**src/design/pfpm_pkg.sv**
```systemverilog
package pfpm_pkg;
  localparam int CLK_HZ = 40_000_000;
  localparam int DET_US = 6;
  localparam int DET_CYC = (DET_US * CLK_HZ + 999_999) / 1_000_000;
  localparam int OT_MS = 2;
  localparam int OT_CYC = (CLK_HZ / 1000) * OT_MS;
  localparam int RETRY_MS = 130;
  localparam int RETRY_CYC = (CLK_HZ / 1000) * RETRY_MS;
  localparam int CNTW = 24;
  localparam int NCH = 6;
  localparam int CH_UV = 0;
  localparam int CH_OV = 1;
  localparam int CH_TRK = 2;
  localparam int CH_OT = 3;
  localparam int CH_OTW = 4;
  localparam int CH_PG = 5;

  localparam logic [7:0] OFS_CTRL = 8'h00;
  localparam logic [7:0] OFS_SETPT = 8'h04;
  localparam logic [7:0] OFS_STAT = 8'h08;

  localparam logic [7:0] UV_BASE = 8'd75;
  localparam logic [7:0] UV_STEP = 8'd5;
  localparam logic [7:0] OV_BASE = 8'd110;
  localparam logic [7:0] OV_STEP = 8'd10;
  localparam logic [7:0] PG_BASE = 8'd90;
  localparam logic [7:0] PG_STEP = 8'd5;
  localparam logic [7:0] PG_HI = 8'd110;
  localparam logic [23:0] PCT_SCALE = 24'd100;
  localparam int OV_FLOOR_MV = 1000;
  localparam logic [23:0] OV_FLOOR_LIM = 24'(OV_FLOOR_MV * 100);
  localparam logic signed [12:0] TRK_MV = 13'sd250;
  localparam logic signed [8:0] OT_OFF_C = 9'sd120;
  localparam logic signed [8:0] OT_ON_C = 9'sd110;
  localparam logic signed [8:0] OTW_C = 9'sd120;
  localparam logic signed [8:0] OTW_HYST = 9'sd3;

  typedef enum logic [1:0] {FSM_OFF, FSM_ON, FSM_RETRY, FSM_LATCH} pfpm_fsm_t;

  typedef struct packed {
    logic pg_sel;
    logic [1:0] ov_sel;
    logic [1:0] uv_sel;
    logic trk_lat;
    logic trk_en;
    logic ot_lat;
    logic ov_lat;
    logic uv_lat;
    logic en;
  } pfpm_ctrl_t;

  localparam pfpm_ctrl_t CTRL_RST = 11'h201;
  localparam logic [12:0] SETPT_RST = 13'h01f4;

  typedef struct packed {
    logic [3:0] cause;
    logic otw;
    logic pg;
    logic on;
  } pfpm_stat_t;
endpackage

```
**src/design/pfpm_top.sv**
```systemverilog
// How it works
// - undervoltage level 75 percent default, 5 percent steps, at most 90 percent
// - undervoltage and tracking faults turn off 6 us after threshold crossing
// - overtemperature retries every 130 ms by default, latching selectable
// - shutdown at 120 C, restart allowed only at or below 110 C
// - overtemperature turn-off comes 2 ms after reaching 120 C
// - tracking off by default; when on, latching or 130 ms retry
// - tracking armed only during ramp up, trips beyond 250 mV either way
// - warning always on, status bit set at 120 C, clears 3 C lower
// - warning indication asserts 6 us after exceeding threshold
// - window pin high inside good window, low outside it
// - window low bound 90 percent default, 95 percent option, high bound 110
// - window pin changes 6 us after crossing either bound
// - overvoltage level never below 1.0 V
// - overvoltage level 130 percent default, 10 percent steps from 110
`timescale 1ns/1ps
`default_nettype none
module pfpm_top
  import pfpm_pkg::*;
#(
  parameter logic [CNTW-1:0] OT_DLY_CYC = CNTW'(OT_CYC),
  parameter logic [CNTW-1:0] RETRY_DLY_CYC = CNTW'(RETRY_CYC)
) (
  input wire logic CLK, // system clock
  input wire logic SYS_RST, // sync reset
  input wire logic HSEL, // slave select
  input wire logic [31:0] HADDR, // byte address
  input wire logic [1:0] HTRANS, // transfer type
  input wire logic HWRITE, // write strobe
  input wire logic [2:0] HSIZE, // word only
  input wire logic [31:0] HWDATA, // write data
  input wire logic HREADY, // bus ready
  output logic HREADYOUT, // slave ready
  output logic HRESP, // always okay
  output logic [31:0] HRDATA, // read data
  input wire logic [12:0] VOUT_MV, // output voltage sample
  input wire logic signed [12:0] TRK_ERR_MV, // tracking error sample
  input wire logic signed [8:0] TEMP_C, // controller temperature
  input wire logic RAMP_UP, // output ramping up
  output logic OUT_ON, // turn-on command
  output logic OUTPUT_WINDOW_OK_PIN, // power good pin
  output logic OT_WARN // overtemperature warning
);

  typedef struct packed {
    pfpm_fsm_t st;
    logic out_on;
    logic [NCH-1:0] flt;
    logic [NCH-1:0][CNTW-1:0] cnt;
    logic [CNTW-1:0] rcnt;
    logic [3:0] cause;
    logic ot_off;
    pfpm_ctrl_t ctrl;
    logic [12:0] setpt;
    logic [31:0] rdata;
    logic [7:0] aaddr;
    logic awr;
    logic asel;
  } pfpm_state_t;

  pfpm_state_t s_reg;
  pfpm_state_t s_next;
  logic [NCH-1:0] raw;
  logic [CNTW-1:0] lim [NCH];
  logic [7:0] uv_pct;
  logic [7:0] ov_pct;
  logic [7:0] pg_pct;
  logic [23:0] v100;
  logic [23:0] uv_lim;
  logic [23:0] ov_lim;
  logic [23:0] pg_lo;
  logic [23:0] pg_hi;
  logic cool;
  logic trk_big;
  logic wr_ctrl;
  logic [3:0] lat_sel;
  logic lat_hit;
  pfpm_stat_t stat;

  always_comb begin
    uv_pct = UV_BASE + UV_STEP * {6'h0, s_reg.ctrl.uv_sel};
    ov_pct = OV_BASE + OV_STEP * {6'h0, s_reg.ctrl.ov_sel};
    pg_pct = PG_BASE + PG_STEP * {7'h0, s_reg.ctrl.pg_sel};
    // compare in percent-scaled millivolts so no divider is needed
    v100 = 24'(VOUT_MV) * PCT_SCALE;
    uv_lim = 24'(s_reg.setpt) * {16'h0, uv_pct};
    ov_lim = 24'(s_reg.setpt) * {16'h0, ov_pct};
    if (ov_lim < OV_FLOOR_LIM) begin
      ov_lim = OV_FLOOR_LIM;
    end
    pg_lo = 24'(s_reg.setpt) * {16'h0, pg_pct};
    pg_hi = 24'(s_reg.setpt) * {16'h0, PG_HI};
    cool = TEMP_C <= OT_ON_C;
    trk_big = (TRK_ERR_MV > TRK_MV) || (TRK_ERR_MV < -TRK_MV);
    // uv is masked while ramping, else every restart would trip it
    raw[CH_UV] = s_reg.out_on && !RAMP_UP && (v100 < uv_lim);
    raw[CH_OV] = s_reg.out_on && (v100 > ov_lim);
    raw[CH_TRK] = s_reg.out_on && s_reg.ctrl.trk_en && RAMP_UP && trk_big;
    raw[CH_OT] = TEMP_C >= OT_OFF_C;
    if (s_reg.flt[CH_OTW]) begin
      raw[CH_OTW] = TEMP_C > (OTW_C - OTW_HYST);
    end else begin
      raw[CH_OTW] = TEMP_C >= OTW_C;
    end
    raw[CH_PG] = (v100 >= pg_lo) && (v100 <= pg_hi);
    for (int i = 0; i < NCH; i++) begin
      lim[i] = (i == CH_OT) ? OT_DLY_CYC : CNTW'(DET_CYC);
    end
  end

  always_comb begin
    s_next = s_reg;
    wr_ctrl = 1'b0;
    lat_sel = {s_reg.ctrl.ot_lat, s_reg.ctrl.trk_lat, s_reg.ctrl.ov_lat, s_reg.ctrl.uv_lat};
    lat_hit = |(s_reg.flt[CH_OT:CH_UV] & lat_sel);
    stat.cause = s_reg.cause;
    stat.otw = s_reg.flt[CH_OTW];
    stat.pg = s_reg.flt[CH_PG];
    stat.on = s_reg.out_on;

    // detection filters; fault channels drop at once when the condition goes
    for (int i = 0; i < NCH; i++) begin
      if (raw[i] == s_reg.flt[i]) begin
        s_next.cnt[i] = '0;
      end else if (i < CH_OTW && !raw[i]) begin
        s_next.flt[i] = 1'b0;
        s_next.cnt[i] = '0;
      end else if (s_reg.cnt[i] == lim[i] - 1'b1) begin
        s_next.flt[i] = raw[i];
        s_next.cnt[i] = '0;
      end else begin
        s_next.cnt[i] = s_reg.cnt[i] + 1'b1;
      end
    end

    // data phase of the previous address phase
    if (s_reg.asel && s_reg.awr) begin
      if (s_reg.aaddr == OFS_CTRL) begin
        s_next.ctrl = HWDATA[10:0];
        wr_ctrl = 1'b1;
      end else if (s_reg.aaddr == OFS_SETPT) begin
        s_next.setpt = HWDATA[12:0];
      end else if (s_reg.aaddr == OFS_STAT) begin
        s_next.cause = s_reg.cause & ~HWDATA[6:3];
      end
    end

    s_next.asel = HSEL && HTRANS[1] && HREADY;
    s_next.awr = HWRITE;
    s_next.aaddr = HADDR[7:0];
    s_next.rdata = '0;
    if (s_next.asel && !HWRITE) begin
      if (HADDR[7:0] == OFS_CTRL) begin
        s_next.rdata = {21'h0, s_reg.ctrl};
      end else if (HADDR[7:0] == OFS_SETPT) begin
        s_next.rdata = {19'h0, s_reg.setpt};
      end else if (HADDR[7:0] == OFS_STAT) begin
        s_next.rdata = {25'h0, stat};
      end
    end

    case (s_reg.st)
      FSM_OFF: begin
        if (s_next.ctrl.en && (!s_reg.ot_off || cool)) begin
          s_next.st = FSM_ON;
          s_next.ot_off = 1'b0;
        end
      end
      FSM_ON: begin
        if (!s_next.ctrl.en) begin
          s_next.st = FSM_OFF;
        end else if (|s_reg.flt[CH_OT:CH_UV]) begin
          s_next.cause = s_next.cause | s_reg.flt[CH_OT:CH_UV];
          s_next.ot_off = s_reg.flt[CH_OT];
          s_next.rcnt = '0;
          if (|(s_reg.flt[CH_OT:CH_UV] & lat_sel)) begin
            s_next.st = FSM_LATCH;
          end else begin
            s_next.st = FSM_RETRY;
          end
        end
      end
      FSM_RETRY: begin
        if (!s_next.ctrl.en) begin
          s_next.st = FSM_OFF;
        end else if (s_reg.rcnt == RETRY_DLY_CYC - 1'b1) begin
          // a hot part keeps waiting, counter parked at the end
          if (!s_reg.ot_off || cool) begin
            s_next.st = FSM_ON;
            s_next.ot_off = 1'b0;
          end
        end else begin
          s_next.rcnt = s_reg.rcnt + 1'b1;
        end
      end
      FSM_LATCH: begin
        if (!s_next.ctrl.en) begin
          s_next.st = FSM_OFF;
        end else if (wr_ctrl && (!s_reg.ot_off || cool)) begin
          s_next.st = FSM_ON;
          s_next.ot_off = 1'b0;
        end
      end
      default: begin
        s_next.st = FSM_OFF;
      end
    endcase
    s_next.out_on = s_next.st == FSM_ON;
  end

  always_ff @(posedge CLK) begin
    if (SYS_RST) begin
      s_reg <= '0;
      s_reg.st <= FSM_OFF;
      s_reg.ctrl <= CTRL_RST;
      s_reg.setpt <= SETPT_RST;
    end else begin
      s_reg <= s_next;
    end
  end

  always_ff @(posedge CLK) begin
    if (SYS_RST) begin
      HREADYOUT <= 1'b0;
      HRESP <= 1'b0;
    end else begin
      HREADYOUT <= 1'b1;
      HRESP <= 1'b0;
    end
  end

  assign HRDATA = s_reg.rdata;
  assign OUT_ON = s_reg.out_on;
  assign OUTPUT_WINDOW_OK_PIN = s_reg.flt[CH_PG];
  assign OT_WARN = s_reg.flt[CH_OTW];
endmodule
`default_nettype wire

```
**config.mk**
```make
export PLATFORM = sky130hd
export DESIGN_NAME = pfpm_top
export DESIGN_NICKNAME = d
export VERILOG_FILES = /design/src/design/pfpm_pkg.sv /design/src/design/pfpm_top.sv
export SDC_FILE = /design/constraint.sdc
export NUM_CORES = 1
export LEC_CHECK = 0
export BUFFER_PORTS_ARGS = -buffer_cell sky130_fd_sc_hd__buf_2
export CAP_MARGIN = 20
export CELL_PAD_IN_SITES_DETAIL_PLACEMENT = 1
export CELL_PAD_IN_SITES_GLOBAL_PLACEMENT = 1
export CORE_MARGIN = 5
export CORE_UTILIZATION = 40
export DETAILED_ROUTE_END_ITERATION = 12
export MAX_ROUTING_LAYER = met4
export PLACE_DENSITY_LB_ADDON = 0.1
export SYNTH_ARGS = -nofsm -noshare
export SYNTH_HDL_FRONTEND = slang
export SYNTH_SLANG_ARGS = --single-unit
```
**constraint.sdc**
```tcl
create_clock -name CLK -period 9.27 [get_ports CLK]
set_clock_uncertainty 0.05 [all_clocks]
set_input_delay 1.854 -clock CLK [delete_from_list [all_inputs] [get_ports CLK]]
set_output_delay 1.854 -clock CLK [all_outputs]
set_load 0.01 [all_outputs]
```
==> summary.md, run 1 <==
| Metric | Value |
|---|---|
| Register cell area after layout | `0.00460 mm2` |
| Die W | `246 um` |
| Async SR Flop Fraction | `0%` |
| Sequential share of the synthesized area | `20.7%` |
| Worst Path Arrival | `8730 ps` |
| Period utilisation layout | `89.5%` |
| Outcome | `complete, no violations` |
| Post-cts sizing count | `0` |
| Final wirelength | `60,500 um` |
| Worst path slowest cell | `or3_1` |
| Worst Setup End Kind | `flip-flop` |
| Crit-path max FO | `24` |
| Mapped Avg Cell Area | `8.52 um2` |
| DP Area | `0.0234 mm2` |
| Cells on Worst Hold Path | `1` |
| Fmax achieved | `121 MHz` |
| Static leakage | `11.2 nW` |
| Tmin final | `8300 ps` |
| P&R area growth vs syn | `9.22%` |
| Num ports | `147` |
| CP startpoint kind | `flip-flop` |
| Worst Setup SP | `s_reg[63]$_SDFFE_PP0P_` |
| Root buf cell | `clkbuf_16` |
| Most frequent cells in the layout | `inv_1 (332), ha_1 (308), nor2_1 (303)` |
| Unrepaired setup endpoints after global routing | `false` |
| Cell taking the most area after synthesis | `dfxtp_1` |
| Die area | `0.0604 mm2` |
| Worst Hold Class | `flip-flop to flip-flop` |
| Max Cap Viol | `0` |
| Port Buffers | `79` |
| Later-pin clock latency in the skew report | `550 ps` |
| Row count | `86` |
| Max Slew Vio Count | `0` |
| Layout cells sized above 1 | `6.66%` |
| Syn Inst Count | `2,610` |
| Final Instance Area | `0.0243 mm2` |
| Multi-input gate area | `0.0160 mm2` |
| Req. time, crit path | `9700 ps` |
| Hold path start | `s_reg[215]$_SDFF_PP0_` |
| R2R cell count | `28` |
| CP Class | `flip-flop to flip-flop` |
| Vias per cell | `5.21` |
| Number of H-tree levels | `1` |
| Netlist Area Pre-Place | `0.0222 mm2` |
| GRT Overall Usage | `20.4%` |
| # hold bufs at CTS | `0` |
| Total gr overflow | `0` |
| Setup bufs post-CTS | `0` |
| DRT Pass-1 Iters | `6` |
| # DRC | `0` |
| FF+latch count, synth | `230` |
| Slew HR | `36.7%` |
| FILL cells | `6,654` |
| Largest net degree at the start of global routing | `37` |
| Synth area leaders | `dfxtp_1 (21%), ha_1 (17%), fa_1 (15%)` |
| Post-synth top area share | `20.7%` |
| Die Y | `246 um` |
| Core Area | `0.0551 mm2` |
| Initial DRC count | `680` |
| Final ANT Viol Nets | `0` |
| Tightest Pin Transition | `943 ps` |
| Max reg flops | `209` |
| Fin Setup TNS | `0 ps` |
| Most used flip-flop cell after synthesis | `dfxtp_1` |
| CTS tree | `built` |
| Crit-path most repeated cell | `fa_1` |
| Vias | `17,900` |
| CTS Sinks | `230` |
| CTS clock-pin slew for the worst setup and hold paths | `60 ps` |
| Number of synthesized flops with an enable pin | `0` |
| Crit Reg-Reg Startpoint | `s_reg[63]$_SDFFE_PP0P_` |
| Global-route wire length before repair | `98,800 um` |
| Setup-failing EPs final | `0` |
| R2R Setup Slk | `970 ps` |
| IR drop worst, VDD | `122 uV` |
| Routed wire per std cell | `17.6 um` |
| DP HPWL | `48,400 um` |
| Leading cell type in the layout, fill and taps excluded | `inv_1` |
| Synth Warn # | `0` |
| Distinct cells, synth | `69` |
| Final-stage net count | `3,257` |
| Starting density of the core | `40.3%` |
| Placer congestion estimate | `0.844` |
| Maximum clock insertion buffer count | `3` |
| Initial antenna violation count | `3` |
| Vias in the first global route | `19,000` |
| PwrDens | `113 mW/mm2` |
| Num CTS Buffers | `27` |
| Endpoints failing hold | `0` |
| Slowest stage delay, CP | `590 ps` |
-- cell usage after synthesis, types with 4 or more instances --
master     instances
o21ai_0           50
xnor2_1           84
nand2_1          167
a2111oi_0          5
o2111ai_1          4
ha_1             308
a211oi_1           7
a21o_1            58
nor3b_1           11
nor2_1           303
or4_1             12
inv_1            332
dfxtp_1          230
nor2b_1           40
nand3_1           84
a211o_1            6
nand2b_1          21
nor4b_1            4
or3_1             16
and2_1            52
or2_2             11
o21a_1            16
clkbuf_1          63
a21oi_1          122
and4_1            13
xor2_1           122
nor4_1            28
o21bai_1           5
buf_4             33
a31oi_1           16
buf_1              6
nor3_1            36
and3_1            41
nand4_1           38
fa_1             169
a21boi_0           4
o211ai_1          16
mux2i_1           23
-- worst max-delay path, delay by kind of cell (launching register included) --
family,cells,cell delay [ps]
buf+inv,4,510
xor+xnor,1,160
flops,1,450
compound gates,7,1760
fa+ha+maj,7,3260
simple gates,9,2000
-- per-layer routing --
layer	share of wire, %	up-vias	track usage (%)
met5	0	-	-
met4	1.9	0	3.61
met3	2.9	58	2.17
met2	48	189	34.5
met1	47	8877	27.0
li1	-	8772	-
-- worst paths after layout --
| path | end |
|---|---|
| max | s_reg[122]$_SDFF_PP0_ |
| min | s_reg[215]$_SDFF_PP0_ |
| max reg2reg | s_reg[122]$_SDFF_PP0_ |
| min reg2reg | s_reg[215]$_SDFF_PP0_ |
-- area by class of cell --
cell class | instances | area share [%]
multi-input cells | 1962 | 65.7
flip-flops and latches | 230 | 19.0
inverters | 334 | 5.16
well taps | 748 | 3.86
clock buffers | 37 | 3.10
repair buffers | 115 | 2.77
clock inverters | 10 | 0.381
diodes | 1 | 0.0103
-- report_power, final --
| part | switching, W | internal (W) | leakage [nW] |
|---|---|---|---|
| combinational | 0.000431 | 0.000282 | 8.92 |
| sequential | 0.00000484 | 0.000995 | 1.86 |
| clock | 0.000423 | 0.000595 | 0.420 |
-- cell families (layout without fill, tap and decap cells) --
logic type	after synthesis	after routing	share of synthesized area, %
AND/OR/NAND/NOR	889	889	19.6
adder cells (fa/ha/maj)	477	477	32.6
buffers and inverters	437	496	7.94
AO/OA/AOI/OAI	345	345	9.94
flip-flops	230	230	20.7
XOR/XNOR	206	206	8.12
multiplexers	24	24	1.09
other	2	22	0.0338
-- stage by stage --
stage	util, %	setup slack [ps]	hold slack, ps	power (W)	instances
global placement	42.5	1120	373	0.00171	3387
CTS	44.0	914	393	0.00278	3434
global route	44.1	362	411	0.00290	3437
floorplan	-	1680	359	0.00146	2629
detailed placement	42.5	949	385	0.00174	3387
finish	44.1	972	390	0.00273	3437
Note: power is estimated with default switching activity, not from simulation.
==> run 2, diff against run 1 <==
- ABC_AREA: not set -> 1
- HOLD_SLACK_MARGIN: not set -> 0.06
- clock period: 9.27 -> 9.6 ns (I/O delays scaled with it)
==> run 2 against run 1 <==
  * Die area rose by 4.9%
  * Clock-buffer cell count rose by 4
  * Via count rose by 14%
  * Worst setup slack improved by 400 ps
  * Critical endpoint is now s_reg[139]$_SDFF_PP0_
  * Largest power group unchanged
==> summary.md, run 2 <==
| Metric | Value |
|---|---|
| Fmax achieved | `122 MHz` |
| Most frequent cell after synthesis | `inv_1` |
| Port Buffers | `79` |
| Slew HR | `22.5%` |
| GRT Overall Usage | `22.1%` |
| Hold_ws | `392 ps` |
| Async SR Flop Fraction | `0%` |
| Number of H-tree levels | `1` |
| Dpl cells | `3,929` |
| Core Area | `0.0578 mm2` |
| Cell taking the most area after synthesis | `dfxtp_1` |
| # hold bufs at CTS | `0` |
| Period utilisation layout | `85.7%` |
| Die area | `0.0633 mm2` |
| Global-route wire length before repair | `113,000 um` |
| Unrepaired setup endpoints after global routing | `false` |
| Leading cell type in the layout, fill and taps excluded | `inv_1` |
| Setup-failing EPs final | `0` |
| Later-pin clock latency in the skew report | `590 ps` |
| Max reg flops | `209` |
| Crit-path max FO | `24` |
| CTS clock-pin slew for the worst setup and hold paths | `60 ps` |
| Pwr Total | `0.00276 W` |
| Fin Setup TNS | `0 ps` |
| Netlist Area Pre-Place | `0.0234 mm2` |
| Vias in the first global route | `21,900` |
| Synth area leaders | `dfxtp_1 (20%), ha_1 (17%), fa_1 (14%)` |
| Tmin final | `8230 ps` |
| Mapped Avg Cell Area | `7.47 um2` |
| CTS Sinks | `230` |
| Most frequent cells in the layout | `inv_1 (604), nand2_1 (490), nor2_1 (362)` |
| Outcome | `complete, no violations` |
| Slowest stage delay, CP | `770 ps` |
| DP Area | `0.0245 mm2` |
| Max Slew Vio Count | `0` |
| DRT Pass-1 Iters | `5` |
| Worst Setup End Kind | `flip-flop` |
| Maximum clock insertion buffer count | `3` |
| Initial DRC count | `799` |
| Finished Layout Cells | `3,982` |
| Worst path slowest cell | `dfxtp_1` |
| Vias per cell | `5.12` |
| Worst Hold Class | `flip-flop to flip-flop` |
| Die Y | `252 um` |
| Distinct cells, synth | `60` |
| CTS tree | `built` |
| Initial antenna violation count | `1` |
| IR drop worst, VDD | `144 uV` |
| Crit-path most repeated cell | `nand2_1` |
| Starting density of the core | `40.4%` |
| Num CTS Buffers | `28` |
| Post-cts sizing count | `0` |
| CP startpoint kind | `flip-flop` |
| Top cells by count, synth | `inv_1 (604), nand2_1 (490), nor2_1 (362), ha_1 (308), dfxtp_1 (230)` |
| Most used flip-flop cell after synthesis | `dfxtp_1` |
| Post-synth top area share | `19.7%` |
| Final ANT Viol Nets | `0` |
| Endpoints failing hold | `0` |
| Total gr overflow | `0` |
| Req. time, crit path | `10,020 ps` |
| DP HPWL | `55,400 um` |
| Num ports | `147` |
| CP Class | `flip-flop to flip-flop` |
| Sequential share of the synthesized area | `19.7%` |
| Number of synthesized flops with an enable pin | `0` |
| Static leakage | `12.3 nW` |
| Final Instance Area | `0.0254 mm2` |
| P&R area growth vs syn | `8.81%` |
| Vias | `20,400` |
| Tightest Pin Transition | `1150 ps` |
| PwrDens | `108 mW/mm2` |
| Row count | `88` |
| Root buf cell | `clkbuf_16` |
| Final-stage net count | `3,781` |
| FF+latch count, synth | `230` |
| Syn Inst Count | `3,127` |
| Final wirelength | `67,900 um` |
| Routed wire per std cell | `17.1 um` |
| Worst Path Arrival | `8640 ps` |
| Largest net degree at the start of global routing | `48` |
| Synth Warn # | `0` |
| Max Cap Viol | `0` |
| Die W | `252 um` |
| Setup bufs post-CTS | `0` |
| Placer congestion estimate | `0.924` |
| Layout cells sized above 1 | `6.44%` |
| # DRC | `0` |
run 2: path summary, 6_finish.rpt:
kind | start | end | slack [ps] | depth (start not counted)
setup / recovery | s_reg[64]$_SDFFE_PP1P_ | s_reg[139]$_SDFF_PP0_ | 1370 | 32
hold / removal | s_reg[191]$_SDFF_PP0_ | s_reg[191]$_SDFF_PP0_ | 390 | 1
setup reg to reg | s_reg[64]$_SDFFE_PP1P_ | s_reg[139]$_SDFF_PP0_ | 1370 | 32
hold reg to reg | s_reg[191]$_SDFF_PP0_ | s_reg[191]$_SDFF_PP0_ | 390 | 1
run 2: cells by family after synthesis:
family / count (synthesis) / share of synthesized area, %
XOR/XNOR: 160 / 6.00
other: 2 / 0.0322
AND/OR/NAND/NOR: 1202 / 22.7
buffers and inverters: 707 / 12.1
flip-flops: 230 / 19.7
adder cells (fa/ha/maj): 477 / 31.0
AO/OA/AOI/OAI: 349 / 8.49
run 2: area by class of cell:
class                   instances  area [um2]
diodes                          1        2.50
repair buffers                103         576
flip-flops and latches        230        4600
fillers                      7288       32400
clock inverters                11         118
inverters                     622        2340
multi-input cells            2209       16000
clock buffers                  41         820
well taps                     765         957
run 2: routing by layer:
| metal | routed length [um] | GRT usage [%] |
|---|---|---|
| met1 | 31900 | 29.3 |
| met2 | 31900 | 36.9 |
| met3 | 2250 | 2.00 |
| met4 | 1920 | 5.35 |
| met5 | 0 | - |
run 2: where the power goes:
part / leakage [nW] / internal [W] / switching [W]
Sequential: 1.86 / 0.000961 / 0.00000595
Combinational: 9.98 / 0.000241 / 0.000492
Clock: 0.456 / 0.000621 / 0.000435
Total: 12.3 / 0.00182 / 0.000932
run 2: through the flow:
stage,worst slack [ps],utilization [%]
global route,841,44.0
floorplan,2950,-
detailed placement,1500,42.3
finish,1370,44.0
global placement,1670,42.3
CTS,1480,44.0
run 2: worst max-delay path, delay by kind of cell (launching register included):
kind / cells / cell delay [ps]
flip-flops: 1 / 770
adder cells (fa/ha/maj): 7 / 3290
AND/OR/NAND/NOR: 13 / 1990
buffers and inverters: 5 / 800
AO/OA/AOI/OAI: 7 / 1240
